`src/shared/ichp_pkg.sv`:
```
`default_nettype none
package ichp_pkg;
  localparam int  NUM_GROUPS      = 4;
  localparam int  TRANSFER_GROUP  = 3;
  localparam int  DATA_WIDTH      = 48;
  localparam int  CODE_WIDTH      = 12;
  localparam int  COUNT_WIDTH     = 16;
  localparam int  FIFO_DEPTH      = 8;
  localparam int  CLOCK_MHZ       = 200;
  localparam real STROBE_US       = 4.8;
  localparam int  STROBE_CYCLES   = int'(STROBE_US * CLOCK_MHZ);
  localparam int  STROBE_W        = $clog2(STROBE_CYCLES + 1);
  localparam int  SETTLE_CYCLES   = 2;
  localparam int  SETTLE_W        = 2;

  // One bit per strobe line, in the order used on the link.
  typedef enum logic [3:0] {
    ICHP_FUNC_IN   = 4'h1,
    ICHP_FUNC_OUT  = 4'h2,
    ICHP_SENSE_IN  = 4'h4,
    ICHP_SENSE_OUT = 4'h8
  } ichp_cmd_type;
endpackage : ichp_pkg
`default_nettype wire

```
`src/shared/ichp_link_if.sv`:
```
`timescale 1ns/1ps
`default_nettype none
interface ichp_link_if;
  logic [ichp_pkg::DATA_WIDTH-1:0] inData;
  logic                            inReady;
  logic                            inResume;
  logic [ichp_pkg::DATA_WIDTH-1:0] outData;
  logic                            outReady;
  logic                            outResume;
  logic                            inActive;
  logic                            outActive;
  logic                            masterClear;
  logic                            interrupt;
  logic [3:0]                      strobe;
  logic [ichp_pkg::CODE_WIDTH-1:0] funcCode;
  logic                            senseReply;

  modport computer (
    input  inData, inReady, outResume, interrupt, senseReply,
    output inResume, outData, outReady, inActive, outActive, masterClear, strobe, funcCode
  );
  modport device (
    output inData, inReady, outResume, interrupt, senseReply,
    input  inResume, outData, outReady, inActive, outActive, masterClear, strobe, funcCode
  );
endinterface : ichp_link_if
`default_nettype wire

```
`src/hw/ichp_computer_end.sv`:
```
// Contract
// - Four cable groups, one input one output each.
// - Peripheral uses channels of one group only.
// - Separate 48-line input and output data paths.
// - Peripheral holds input ready until resume seen.
// - Raise resume on accept, drop after ready falls.
// - Output ready with each word, drop on resume.
// - Peripheral resumes after taking, drops after ready.
// - Input active until last word resumed.
// - Output active until last word delivered.
// - Clear line follows operator clear; peripherals reset.
// - Peripheral holds interrupt until condition removed.
// - Function strobes pulse with code, 4.8 us.
// - Sense strobes pulse with code, 4.8 us.
// - Peripheral holds sense reply across strobe window.
// - Peripheral reads function code only during strobes.
// - Transfer group leaves four control lines unused.
// - Transfer group never overlaps input and output.
// - Input block: select, activate, repeat word exchanges.
// - Peripheral drops ready, presents next word parallel.
// - Output ready only after data lines settle.
// - Peripheral accepts at own pace, then resumes.
// - Repeat output exchange, then drop output active.
`timescale 1ns/1ps
`default_nettype none
module ichp_fifo #(
  parameter int WIDTH = ichp_pkg::DATA_WIDTH,
  parameter int DEPTH = ichp_pkg::FIFO_DEPTH
) (
  input  wire logic             clock,
  input  wire logic             arst_n,
  input  wire logic             wrValid,
  output logic                  wrReady,
  input  wire logic [WIDTH-1:0] wrData,
  output logic                  rdValid,
  input  wire logic             rdReady,
  output logic [WIDTH-1:0]      rdData
);
  localparam int AW = $clog2(DEPTH);
  logic [WIDTH-1:0] mem [DEPTH];
  logic [AW-1:0]    wrPtr;
  logic [AW-1:0]    rdPtr;
  logic [AW:0]      fill;
  wire              push = wrValid && wrReady;
  wire              pop  = rdValid && rdReady;

  assign wrReady = fill != (AW+1)'(DEPTH);
  assign rdValid = fill != '0;
  assign rdData  = mem[rdPtr];

  always_ff @(posedge clock) begin
    if (push) begin
      mem[wrPtr] <= wrData;
    end
  end

  always_ff @(posedge clock or negedge arst_n) begin
    if (!arst_n) begin
      wrPtr <= '0;
      rdPtr <= '0;
      fill  <= '0;
    end else begin
      if (push) wrPtr <= (wrPtr == AW'(DEPTH-1)) ? '0 : wrPtr + 1'b1;
      if (pop) rdPtr <= (rdPtr == AW'(DEPTH-1)) ? '0 : rdPtr + 1'b1;
      fill <= fill + (AW+1)'(push) - (AW+1)'(pop);
    end
  end
endmodule : ichp_fifo

module ichp_computer_end #(
  parameter int GROUP_INDEX = 0,
  parameter int FIFO_WIDTH  = ichp_pkg::DATA_WIDTH,
  parameter int FIFO_DEPTH  = ichp_pkg::FIFO_DEPTH
) (
  input  wire logic                              clock,
  input  wire logic                              arst_n,
  input  wire logic                              opClear,
  input  wire logic                              cmdValid,
  output logic                                   cmdReady,
  input  wire ichp_pkg::ichp_cmd_type            cmdKind,
  input  wire logic [ichp_pkg::CODE_WIDTH-1:0]   cmdCode,
  output logic                                   senseDone,
  output logic                                   senseResult,
  input  wire logic                              inStart,
  input  wire logic [ichp_pkg::COUNT_WIDTH-1:0]  inCount,
  output logic                                   inBusy,
  output logic                                   inWordValid,
  input  wire logic                              inWordReady,
  output logic [ichp_pkg::DATA_WIDTH-1:0]        inWordData,
  input  wire logic                              outStart,
  input  wire logic [ichp_pkg::COUNT_WIDTH-1:0]  outCount,
  output logic                                   outBusy,
  input  wire logic                              outWordValid,
  output logic                                   outWordReady,
  input  wire logic [FIFO_WIDTH-1:0]             outWordData,
  output logic                                   interruptLevel,
  ichp_link_if.computer                          link
);
  typedef enum logic [2:0] {I_IDLE = 3'h1, I_WAIT = 3'h2, I_ACK = 3'h4} ichp_in_type;
  typedef enum logic [3:0] {O_IDLE = 4'h1, O_LOAD = 4'h2, O_READY = 4'h4, O_DROP = 4'h8} ichp_out_type;
  typedef enum logic [1:0] {F_IDLE = 2'h1, F_STROBE = 2'h2} ichp_fn_type;

  localparam bit IS_TRANSFER = (GROUP_INDEX == ichp_pkg::TRANSFER_GROUP);

  if (GROUP_INDEX < 0 || GROUP_INDEX >= ichp_pkg::NUM_GROUPS) begin : gBadGroup
    $error("Group index out of range.");
  end

  // The peripheral runs on its own timing, so its levels pass two flops first.
  logic [3:0] meta;
  logic [3:0] seen;
  always_ff @(posedge clock or negedge arst_n) begin
    if (!arst_n) begin
      meta <= '0;
      seen <= '0;
    end else begin
      meta <= {link.interrupt, link.senseReply, link.outResume, link.inReady};
      seen <= meta;
    end
  end
  wire inReadySeen   = seen[0];
  wire outResumeSeen = seen[1];
  wire senseSeen     = seen[2];
  assign interruptLevel = seen[3];

  ichp_in_type                    inState;
  ichp_in_type                    next_inState;
  logic [ichp_pkg::COUNT_WIDTH-1:0] inLeft;
  logic [ichp_pkg::COUNT_WIDTH-1:0] next_inLeft;
  ichp_out_type                   outState;
  ichp_out_type                   next_outState;
  logic [ichp_pkg::COUNT_WIDTH-1:0] outLeft;
  logic [ichp_pkg::COUNT_WIDTH-1:0] next_outLeft;
  logic [ichp_pkg::SETTLE_W-1:0]  settle;
  logic [ichp_pkg::DATA_WIDTH-1:0] outDataReg;
  ichp_fn_type                    fnState;
  ichp_pkg::ichp_cmd_type         fnKind;
  logic [ichp_pkg::CODE_WIDTH-1:0] fnCode;
  logic [ichp_pkg::STROBE_W-1:0]  strobeCnt;
  logic                           fifoValid;
  logic [FIFO_WIDTH-1:0]          fifoData;

  assign inBusy  = inState != I_IDLE;
  assign outBusy = outState != O_IDLE;

  // A transfer group has one control set, so a block may start only when the other direction is quiet.
  wire inGo    = inStart && !inBusy && inCount != '0 && !opClear && !(IS_TRANSFER && outBusy);
  wire outGo   = outStart && !outBusy && outCount != '0 && !opClear && !(IS_TRANSFER && (inBusy || inStart));
  wire inTake  = inState == I_WAIT && inReadySeen && inWordReady;
  wire fifoPop = outState == O_LOAD && fifoValid && settle == '0;
  wire settled = settle == ichp_pkg::SETTLE_W'(ichp_pkg::SETTLE_CYCLES);
  wire fnTake  = cmdValid && cmdReady;
  wire fnLast  = fnState == F_STROBE && strobeCnt == ichp_pkg::STROBE_W'(ichp_pkg::STROBE_CYCLES - 1);

  always_comb begin
    next_inState = inState;
    next_inLeft  = inLeft;
    unique case (inState)
      I_IDLE: begin
        if (inGo) begin
          next_inState = I_WAIT;
          next_inLeft  = inCount;
        end
      end
      I_WAIT: begin
        if (inTake) next_inState = I_ACK;
      end
      I_ACK: begin
        if (!inReadySeen) begin
          next_inLeft  = inLeft - 1'b1;
          next_inState = (inLeft == ichp_pkg::COUNT_WIDTH'(1)) ? I_IDLE : I_WAIT;
        end
      end
    endcase
    if (opClear) next_inState = I_IDLE;
  end

  always_comb begin
    next_outState = outState;
    next_outLeft  = outLeft;
    unique case (outState)
      O_IDLE: begin
        if (outGo) begin
          next_outState = O_LOAD;
          next_outLeft  = outCount;
        end
      end
      O_LOAD: begin
        if (settled) next_outState = O_READY;
      end
      O_READY: begin
        if (outResumeSeen) next_outState = O_DROP;
      end
      O_DROP: begin
        if (!outResumeSeen) begin
          next_outLeft  = outLeft - 1'b1;
          next_outState = (outLeft == ichp_pkg::COUNT_WIDTH'(1)) ? O_IDLE : O_LOAD;
        end
      end
    endcase
    if (opClear) next_outState = O_IDLE;
  end

  always_ff @(posedge clock or negedge arst_n) begin
    if (!arst_n) begin
      inState  <= I_IDLE;
      inLeft   <= '0;
      outState <= O_IDLE;
      outLeft  <= '0;
    end else begin
      inState  <= next_inState;
      inLeft   <= next_inLeft;
      outState <= next_outState;
      outLeft  <= next_outLeft;
    end
  end

  always_ff @(posedge clock or negedge arst_n) begin
    if (!arst_n) begin
      inWordValid <= 1'b0;
      inWordData  <= '0;
    end else begin
      inWordValid <= inTake;
      if (inTake) inWordData <= link.inData;
    end
  end

  // The word is held on the lines a few cycles before ready rises.
  always_ff @(posedge clock or negedge arst_n) begin
    if (!arst_n) begin
      outDataReg <= '0;
      settle     <= '0;
    end else begin
      if (fifoPop) outDataReg <= ichp_pkg::DATA_WIDTH'(fifoData);
      if (outState != O_LOAD) settle <= '0;
      else if (fifoPop || (settle != '0 && !settled)) settle <= settle + 1'b1;
    end
  end

  ichp_fifo #(.WIDTH(FIFO_WIDTH), .DEPTH(FIFO_DEPTH)) outFifo (
    .clock   (clock),
    .arst_n  (arst_n),
    .wrValid (outWordValid),
    .wrReady (outWordReady),
    .wrData  (outWordData),
    .rdValid (fifoValid),
    .rdReady (fifoPop),
    .rdData  (fifoData)
  );

  assign cmdReady = fnState == F_IDLE;

  always_ff @(posedge clock or negedge arst_n) begin
    if (!arst_n) begin
      fnState     <= F_IDLE;
      fnKind      <= ichp_pkg::ICHP_FUNC_IN;
      fnCode      <= '0;
      strobeCnt   <= '0;
      senseDone   <= 1'b0;
      senseResult <= 1'b0;
    end else begin
      senseDone <= 1'b0;
      if (fnTake) begin
        fnState   <= F_STROBE;
        fnKind    <= cmdKind;
        fnCode    <= cmdCode;
        strobeCnt <= '0;
      end else if (fnLast) begin
        fnState     <= F_IDLE;
        senseDone   <= fnKind == ichp_pkg::ICHP_SENSE_IN || fnKind == ichp_pkg::ICHP_SENSE_OUT;
        senseResult <= senseSeen;
      end else if (fnState == F_STROBE) begin
        strobeCnt <= strobeCnt + 1'b1;
      end
    end
  end

  // Input-side control lines stay low on the transfer group.
  wire [3:0] unusedMask = IS_TRANSFER ? 4'hA : 4'hF;
  wire [3:0] strobeRaw  = (fnState == F_STROBE) ? fnKind : 4'h0;

  assign link.strobe      = strobeRaw & unusedMask;
  assign link.funcCode    = fnCode;
  assign link.inResume    = inState == I_ACK;
  assign link.inActive    = inBusy && !IS_TRANSFER;
  assign link.outActive   = outBusy && !IS_TRANSFER;
  assign link.outReady    = outState == O_READY;
  assign link.outData     = outDataReg;
  assign link.masterClear = opClear;
endmodule : ichp_computer_end
`default_nettype wire

```
`src/flat_wrapper.sv`:
```
// flat-port wrapper written by rule: the top's interface ports become plain ports
module ichp_computer_end_flat 
#(
  parameter int GROUP_INDEX = 0,
  parameter int FIFO_WIDTH  = ichp_pkg::DATA_WIDTH,
  parameter int FIFO_DEPTH  = ichp_pkg::FIFO_DEPTH
)
  (clock, arst_n, opClear, cmdValid, cmdReady, cmdKind, cmdCode, senseDone, senseResult, inStart, inCount, inBusy, inWordValid, inWordReady, inWordData, outStart, outCount, outBusy, outWordValid, outWordReady, outWordData, interruptLevel, link_inData, link_inReady, link_outResume, link_interrupt, link_senseReply, link_inResume, link_outData, link_outReady, link_inActive, link_outActive, link_masterClear, link_strobe, link_funcCode);
  ichp_link_if link_i ();
  input  wire logic clock;
  input  wire logic arst_n;
  input  wire logic opClear;
  input  wire logic cmdValid;
  output logic cmdReady;
  input  wire ichp_pkg::ichp_cmd_type cmdKind;
  input  wire logic [ichp_pkg::CODE_WIDTH-1:0] cmdCode;
  output logic senseDone;
  output logic senseResult;
  input  wire logic inStart;
  input  wire logic [ichp_pkg::COUNT_WIDTH-1:0] inCount;
  output logic inBusy;
  output logic inWordValid;
  input  wire logic inWordReady;
  output logic [ichp_pkg::DATA_WIDTH-1:0] inWordData;
  input  wire logic outStart;
  input  wire logic [ichp_pkg::COUNT_WIDTH-1:0] outCount;
  output logic outBusy;
  input  wire logic outWordValid;
  output logic outWordReady;
  input  wire logic [FIFO_WIDTH-1:0] outWordData;
  output logic interruptLevel;
  input wire logic [$bits(link_i.inData)-1:0] link_inData;
  input wire logic [$bits(link_i.inReady)-1:0] link_inReady;
  input wire logic [$bits(link_i.outResume)-1:0] link_outResume;
  input wire logic [$bits(link_i.interrupt)-1:0] link_interrupt;
  input wire logic [$bits(link_i.senseReply)-1:0] link_senseReply;
  output wire logic [$bits(link_i.inResume)-1:0] link_inResume;
  output wire logic [$bits(link_i.outData)-1:0] link_outData;
  output wire logic [$bits(link_i.outReady)-1:0] link_outReady;
  output wire logic [$bits(link_i.inActive)-1:0] link_inActive;
  output wire logic [$bits(link_i.outActive)-1:0] link_outActive;
  output wire logic [$bits(link_i.masterClear)-1:0] link_masterClear;
  output wire logic [$bits(link_i.strobe)-1:0] link_strobe;
  output wire logic [$bits(link_i.funcCode)-1:0] link_funcCode;
  assign link_i.inData = link_inData;
  assign link_i.inReady = link_inReady;
  assign link_i.outResume = link_outResume;
  assign link_i.interrupt = link_interrupt;
  assign link_i.senseReply = link_senseReply;
  assign link_inResume = link_i.inResume;
  assign link_outData = link_i.outData;
  assign link_outReady = link_i.outReady;
  assign link_inActive = link_i.inActive;
  assign link_outActive = link_i.outActive;
  assign link_masterClear = link_i.masterClear;
  assign link_strobe = link_i.strobe;
  assign link_funcCode = link_i.funcCode;
  ichp_computer_end #(.GROUP_INDEX(GROUP_INDEX), .FIFO_WIDTH(FIFO_WIDTH), .FIFO_DEPTH(FIFO_DEPTH)) u_core (.clock(clock), .arst_n(arst_n), .opClear(opClear), .cmdValid(cmdValid), .cmdReady(cmdReady), .cmdKind(cmdKind), .cmdCode(cmdCode), .senseDone(senseDone), .senseResult(senseResult), .inStart(inStart), .inCount(inCount), .inBusy(inBusy), .inWordValid(inWordValid), .inWordReady(inWordReady), .inWordData(inWordData), .outStart(outStart), .outCount(outCount), .outBusy(outBusy), .outWordValid(outWordValid), .outWordReady(outWordReady), .outWordData(outWordData), .interruptLevel(interruptLevel), .link(link_i));
endmodule
```
`config.mk`:
```
export PLATFORM = sky130hd
export DESIGN_NAME = ichp_computer_end_flat
export DESIGN_NICKNAME = d
export VERILOG_FILES = /design/src/shared/ichp_pkg.sv /design/src/shared/ichp_link_if.sv /design/src/hw/ichp_computer_end.sv /design/src/flat_wrapper.sv
export SDC_FILE = /design/constraint.sdc
export NUM_CORES = 1
export LEC_CHECK = 0
export BUFFER_PORTS_ARGS = -buffer_cell sky130_fd_sc_hd__buf_2
export CAP_MARGIN = 20
export CORE_MARGIN = 10
export CORE_UTILIZATION = 57
export DETAILED_ROUTE_END_ITERATION = 10
export MAX_ROUTING_LAYER = met4
export PLACE_DENSITY = 0.78
export SLEW_MARGIN = 20
export SYNTH_ARGS = -nofsm -noshare
export SYNTH_HDL_FRONTEND = slang
export SYNTH_SLANG_ARGS = --single-unit
```
`constraint.sdc`:
```
create_clock -name clock -period 17.73 [get_ports clock]
set_clock_uncertainty 0.1 [all_clocks]
set_input_delay 0.8865 -clock clock [delete_from_list [all_inputs] [get_ports clock]]
set_output_delay 0.8865 -clock clock [all_outputs]
set_load 0.005 [all_outputs]
```
==> summary.txt, run 1 <==
Global routing
  • Vias in the first global route: 13400
  • M2 GR Usage: 36.1%
  • Grt met3 use: 6.08%
  • GRT overflow: 0
  • Top Usage Layer GRT: met2
  • Largest net degree at the start of global routing: 101
  • Antenna violations before repair: 11
  • First-pass GRT wire length: 79400 um
  • Global-route usage over all layers: 22.1%
  • Grt met1 use: 26.6%

Floorplanning
  • FP Rows: 72
  • I/O pin total: 281
  • Height of the die: 219 um
  • Die Wd: 219 um
  • Die area: 47900 um^2
  • CORE AREA: 38900 um^2
  • Initial Util: 57.9%

STA
  • Worst rel slew slack: 26.4%
  • Finish-stage setup viols: 0
  • Fin. max-slew vios: 0
  • Final setup margin: 14.46 ns
  • Setup TNS Final: 0 ns
  • RSZ-0062 raised after global routing: false
  • Max Freq: 306 MHz
  • Endpoints failing hold: 0
  • Worst-Margin Slew: 1.10 ns
  • Tmin final: 3.27 ns
  • Period utilization: 18.4%

Power and ir drop
  • Static leakage: 0.0102 uW
  • Part of the power in registers: 47.3%
  • Net Switching: 1170 uW
  • Switching part of the total: 28.7%
  • PwrDens: 154 nW/um^2
  • Combinational Power Share: 22.8%
  • Internal power: 2900 uW
  • Worst vdd ir: 0.119 mV
  • Clock Power Share: 29.9%

Logic synthesis
  • Main synth FF type: edfxtp_1
  • Leading post-synthesis cells by cell area: edfxtp_1, dfrtp_1, mux4_2
  • Top-count cell post-synth: edfxtp_1
  • Mean Syn Cell Area: 16.8 um^2
  • Post-synth top area cell: edfxtp_1
  • Synth top area share: 51.1%
  • Top cells by count, synth: edfxtp_1, dfrtp_1, nand2_1
  • Post-synthesis cell count: 1344
  • Synthesis warning total: 0
  • Distinct cells, synth: 66
  • Number of synthesized flops with an enable pin: 384
  • #FFs+latches synth: 570
  • Post-synth net total: 1518
  • Area of the mapped netlist: 22500 um^2
  • Post-synth ARST share: 32.6%
  • Seq/Total Area, Yosys: 71.8%

Place
  • PortBufs: 280
  • Post-place setup slack: 14.44 ns
  • DP HPWL: 31600 um
  • Routability cong.: 0.891

Clock tree
  • CTS H-tree depth: 2
  • Clock transition at path regs: 0.06 ns
  • Postcts setup bufs: 0
  • Hold-fix buffers, CTS: 0
  • CTS Buf Count: 55
  • CTS resizes: 0
  • Clock net sink count: 570
  • CTS tree: yes
  • CTS Buffer Depth: 3
  • Later-pin clock latency in the skew report: 0.60 ns
  • CTS Root Cell: clkbuf_16

Setup path
  • Crit-path slowest cell: nor4b_1
  • Cell Chain, Critical Path: nor4b_1 -> inv_1 -> buf_2
  • Worst Setup End Kind: output pin
  • CP max FO: 7
  • Req. time, crit path: 16.74 ns
  • Worst R2R Setup Slack: 14.74 ns
  • Slowest stage delay, CP: 0.68 ns
  • CP Class: reg2out
  • CP arrival: 2.28 ns
  • Critical Path Start Type: flip-flop

Layout
  • Area Growth Syn to Fin: 17.4%
  • Nets: 1807
  • Share of cells above drive strength 1: 33.4%

Route
  • Vias per cell: 5.85
  • DR vias: 12900
  • Iter 0 DRT Violations: 1078
  • Drt drc: 0
  • WL/cell: 23.6 um
  • Post-Route WL: 52100 um
  • Antenna-violating nets left: 0
  • 1st-pass router iterations: 5

Flow run
  • Max_cap viols: 0

Min path
  • Hold Path Class: in2async

Status
  • Outcome: completed
[path summary, 6_finish.rpt]
| path | startpoint | end | cells after the start |
|---|---|---|---|
| min in group clock | u_core.meta[1]$_DFF_PN0_ | u_core.seen[1]$_DFF_PN0_ | 0 |
| min | arst_n | u_core.inWordData[21]$_DFFE_PN0P_ | 1 |
| max in group asynchronous | arst_n | u_core.link.outData[46]$_DFFE_PN0N_ | 2 |
| max | u_core.outState[0]$_DFFE_PN1P_ | link_outActive | 3 |
| max reg2reg | u_core.outFifo.rdPtr[0]$_DFFE_PN0P_ | u_core.link.outData[27]$_DFFE_PN0N_ | 4 |
| min reg2reg | u_core.meta[1]$_DFF_PN0_ | u_core.seen[1]$_DFF_PN0_ | 0 |
[cell families (layout without fill, tap and decap cells)]
family | Yosys count | after routing | synth area share (%)
flip-flops | 570 | 570 | 71.8
AND/OR/NAND/NOR | 301 | 301 | 6.31
multiplexers | 199 | 199 | 14.4
AO/OA/AOI/OAI | 158 | 158 | 4.25
buffers and inverters | 87 | 423 | 1.73
adder cells (fa/ha/maj) | 18 | 18 | 1.03
XOR/XNOR | 11 | 11 | 0.427
other | 0 | 13 | 0
[layout by cell type, fill, tap and decap left out, types with 5 or more instances in the layout]
master and n:
clkbuf_16 56, mux4_2 96, clkinvlp_4 5, nor3_1 15, buf_2 279, a21oi_1 34
nand2_1 141, mux2_2 52, nand2b_1 9, inv_1 19, o22ai_1 6, xnor2_1 10
bufinv_16 8, and2_1 8, edfxtp_1 384, nor3b_1 6, nor2_1 46, nor4b_1 6
o21ai_0 72, clkinv_1 5, dfrtp_1 179, a211oi_1 5, nand3_1 15, ha_1 17
buf_4 18, diode_2 13, clkinv_2 8, clkbuf_1 13, nor4_1 17, mux2i_1 51
[flip-flops by register name, indices dropped and copies added, names as in the netlist, 4 cells and up]
| signal | cells |
|---|---|
| u_core.outLeft | 16 |
| u_core.link.funcCode | 12 |
| u_core.outFifo.mem | 384 |
| u_core.fnKind | 4 |
| u_core.inLeft | 16 |
| u_core.meta | 4 |
| u_core.inWordData | 48 |
| u_core.link.outData | 48 |
| u_core.seen | 4 |
| u_core.strobeCnt | 10 |
| u_core.outFifo.fill | 4 |
| u_core.outState | 4 |
[metrics by stage]
step,hold slack (ns),instances,utilization (%),power (uW),area [um^2]
after floorplan,0.231,1344,-,2510,22500
after global routing,0.206,2210,68.0,4270,26500
final,0.176,2211,68.0,4070,26500
after global placement,0.234,2094,63.0,2840,24500
after detailed placement,0.241,2094,63.0,2880,24500
after CTS,0.180,2198,67.9,4120,26400
[worst max-delay path: cells and delay by family, from the launching register on]
kind	cells	cell delay, ns
simple gates	1	0.68
buf+inv	2	0.43
flops	1	0.58
[metal layers]
metal  up-vias  share of wire, %
met1      6585                39
met4         0               2.2
li1       5769                 -
met2       497                50
met5         -                 0
met3        80               9.1
[power by group through the flow]
stage | logic, uW | registers [uW] | clock network (uW)
detailed placement | 934 | 1950 | 0
global placement | 907 | 1930 | 0
CTS | 949 | 1930 | 1240
finish | 926 | 1920 | 1220
global route | 1020 | 1960 | 1290
floorplan | 650 | 1860 | 0
[cell type report]
cell class | instances | area (um^2)
diodes | 13 | 32.5
clock buffers | 72 | 1490
inverters | 20 | 75.1
well taps | 518 | 648
multi-input cells | 687 | 6040
repair buffers | 299 | 1560
fillers | 2615 | 12500
clock inverters | 32 | 422
flip-flops and latches | 570 | 16200
(Power assumes the default switching activity.)
==> inputs of run 2 (changes only) <==
--- a/config.mk
+++ b/config.mk
@@ -5,13 +5,14 @@
 export SDC_FILE = /design/constraint.sdc
 export NUM_CORES = 1
 export LEC_CHECK = 0
+export ABC_AREA = 1
 export BUFFER_PORTS_ARGS = -buffer_cell sky130_fd_sc_hd__buf_2
 export CAP_MARGIN = 20
 export CORE_MARGIN = 10
-export CORE_UTILIZATION = 57
+export CORE_UTILIZATION = 53
 export DETAILED_ROUTE_END_ITERATION = 10
 export MAX_ROUTING_LAYER = met4
-export PLACE_DENSITY = 0.78
+export PLACE_DENSITY = 0.76
 export SLEW_MARGIN = 20
 export SYNTH_ARGS = -nofsm -noshare
 export SYNTH_HDL_FRONTEND = slang
==> constraint.sdc (replaced) <==
create_clock -name clock -period 2.8 [get_ports clock]
set_clock_uncertainty 0.1 [all_clocks]
set_input_delay 0.14 -clock clock [delete_from_list [all_inputs] [get_ports clock]]
set_output_delay 0.14 -clock clock [all_outputs]
set_load 0.005 [all_outputs]
==> summary.txt, run 2 <==
Layout
  • Number of flip-flops in the largest register: 384
  • Share of cells above drive strength 1: 16.5%
  • Area Growth Syn to Fin: 23.6%
  • Nets: 2811
  • Design area: 29200 um^2
  • Fillers: 3152
  • Most flops, register: u_core.outFifo.mem
  • Area of the multi-input gates: 6580 um^2
  • Most common cell after layout, fill and taps aside: nand2_1
  • Storage cell area: 16200 um^2
  • Commonest non-fill, non-tap cells in the layout: nand2_1, nor2_1, edfxtp_1
  • Final non-filler cell total: 3277

Setup path
  • Critical Path Start Type: flip-flop
  • Req. time, crit path: 3.18 ns
  • Worst Path Buf+Inv: 4
  • CP arrival: 2.67 ns
  • Top delay family on crit path: buffers and inverters
  • Crit-path most repeated cell: nand2_1
  • Cell Chain, Critical Path: inv_1 -> ha_1 -> nand3_1 -> nand2_1 -> nor2_4 -> buf_4 -> inv_2 -> buf_4 -> nand2_1 -> nand2_1
  • CP Class: reg2reg
  • Worst Setup End Kind: flip-flop
  • Slowest stage delay, CP: 0.58 ns
  • Crit-path slowest cell: buf_4
  • CP max FO: 54

Place
  • DP HPWL: 36300 um
  • Placed Cells incl. Taps: 3016
  • Routability cong.: 0.889
  • PortBufs: 280
  • DP Area: 25800 um^2

Route
  • Post-Route WL: 61700 um
  • Met2 Routed Length: 29600 um
  • Iter 0 DRT Violations: 1797
  • 1st-pass router iterations: 6
  • Top Metal Used: met4
  • Antenna-violating nets left: 0
  • WL/cell: 18.8 um
  • Wl on met1: 25900 um
  • Vias per cell: 5.48
  • DR vias: 18000
  • Met3 WL post-DR: 4330 um
  • Drt drc: 0

Logic synthesis
  • Area of the mapped netlist: 23700 um^2
  • Post-synth ARST share: 32.6%
  • Synth top area share: 48.8%
  • Main synth FF type: edfxtp_1
  • Synthesis warning total: 0
  • Leading post-synthesis cells by cell area: edfxtp_1, dfrtp_1, nand2_1
  • Number of synthesized flops with an enable pin: 384
  • Top cells by count, synth: nand2_1, nor2_1, edfxtp_1
  • Mean Syn Cell Area: 10.7 um^2
  • Seq/Total Area, Yosys: 68.5%
  • #FFs+latches synth: 570
  • Post-synth net total: 2391
  • Distinct cells, synth: 39
  • Post-synthesis cell count: 2217
  • Post-synth top area cell: edfxtp_1
  • Top-count cell post-synth: nand2_1

Floorplanning
  • I/O pin total: 281
  • Initial Util: 53.6%
  • Die area: 53500 um^2
  • FP Rows: 77
  • CORE AREA: 44100 um^2
  • Die Wd: 231 um
  • Height of the die: 231 um

STA
  • Period utilization: 81.8%
  • Tmin final: 2.29 ns
  • Fin. max-slew vios: 0
  • Worst-Margin Slew: 0.781 ns
  • Worst rel slew slack: 47.9%
  • Max Freq: 436 MHz
  • RSZ-0062 raised after global routing: false
  • Finish-stage setup viols: 0
  • Endpoints failing hold: 0

Clock tree
  • Later-pin clock latency in the skew report: 0.62 ns
  • CTS Buf Count: 55
  • CTS resizes: 0
  • CTS H-tree depth: 2
  • CTS Root Cell: clkbuf_16
  • Clock net sink count: 570
  • CTS Buffer Depth: 3
  • CTS tree: yes
  • Postcts setup bufs: 0
  • Clock transition at path regs: 0.06 ns

Power and ir drop
  • Worst vdd ir: 0.710 mV
  • PwrDens: 965 nW/um^2
  • Static leakage: 0.0122 uW

Status
  • Outcome: completed

Global routing
  • Antenna violations before repair: 2
  • GRT overflow: 0
  • First-pass GRT wire length: 97300 um
  • Global-route usage over all layers: 23.3%
  • Vias in the first global route: 17700
  • Largest net degree at the start of global routing: 163

Min path
  • Hold Path Class: in2async

Flow run
  • Max_cap viols: 0
run 2: changes by cell type after synthesis, moves of 60 or more:
| cell | before | now |
|---|---|---|
| nor2_1 | 49 | 396 |
| nand2_1 | 141 | 497 |
| nand3_1 | 16 | 95 |
| o21ai_1 | 0 | 102 |
| inv_1 | 19 | 89 |
| o211ai_1 | 2 | 62 |
| o21ai_0 | 72 | 206 |
| mux4_2 | 96 | 0 |
run 2: power breakdown:
| group | internal [uW] | total (uW) | leakage, uW | switching, uW |
|---|---|---|---|---|
| logic | 3010 | 8540 | 0.00547 | 5530 |
| clock network | 4530 | 7690 | 0.000926 | 3160 |
| registers | 10900 | 12000 | 0.00578 | 1080 |
run 2: cell type report:
class                           instances  area share (%)
Clock inverter                         25            1.23
Timing Repair Buffer                  476            11.7
Antenna cell                            3          0.0257
Sequential cell                       570            55.4
Clock buffer                           77            5.30
Multi-Input combinational cell       1439            22.5
Tap cell                              592            2.53
Inverter                               95            1.24
run 2: worst register-to-register path, delay by kind of cell, from the launching register on:
family                   cells  cell delay (ns)
AND/OR/NAND/NOR              5             0.49
buffers and inverters        4             1.04
flip-flops                   1             0.33
adder cells (fa/ha/maj)      1             0.20
run 2: kinds of logic after synthesis:
group	Yosys count	synth area share, %
mux	4	0.175
fa+ha+maj	18	0.984
flops	570	68.5
buf+inv	208	3.99
simple gates	1022	17.2
xor+xnor	10	0.370
compound gates	385	8.87
run 2: what timing repair did:
item | 4_1_cts | 5_1_grt
setup endpoints to repair | 0 | 0
endpoints found under the hold margin | 676 | 0
hold buffers | 156 | 0
run 2: per-layer routing:
| metal | up-vias | global-route usage [%] |
|---|---|---|
| met3 | 136 | 4.09 |
| met5 | - | - |
| li1 | 8374 | - |
| met1 | 8702 | 30.0 |
| met2 | 760 | 36.7 |
| met4 | 0 | 8.26 |
run 2: final timing paths:
check / start / end / slack, ns / depth (start not counted)
min in group clock: cmdValid / u_core.link.funcCode[11]$_DFFE_PN0P_ / 0.08 / 4
max: u_core.outFifo.fill[2]$_DFF_PN0_ / u_core.link.outData[36]$_DFFE_PN0N_ / 0.51 / 10
min reg2reg: u_core.meta[3]$_DFF_PN0_ / u_core.seen[3]$_DFF_PN0_ / 0.25 / 0
max in group asynchronous: arst_n / u_core.fnKind[0]$_DFFE_PN1P_ / 1.72 / 3
min: arst_n / u_core.outLeft[2]$_DFFE_PN0P_ / 0.03 / 2
max reg2reg: u_core.outFifo.fill[2]$_DFF_PN0_ / u_core.link.outData[36]$_DFFE_PN0N_ / 0.51 / 10
run 2: per-stage QoR:
stage | worst slack (ns) | util, % | total power [uW] | TNS, ns | hold WS [ns]
2_1_floorplan | -0.722 | - | 17300 | -276.07 | -0.256
3_3_place_gp | 0.624 | 58.4 | 20000 | 0 | 0.0996
3_5_place_dp | 0.530 | 58.4 | 20400 | 0 | 0.108
4_1_cts | 0.491 | 66.2 | 28300 | 0 | 0.0142
5_1_grt | 0.353 | 66.3 | 30000 | 0 | 0.0683
6_report | 0.508 | 66.3 | 28200 | 0 | 0.0335
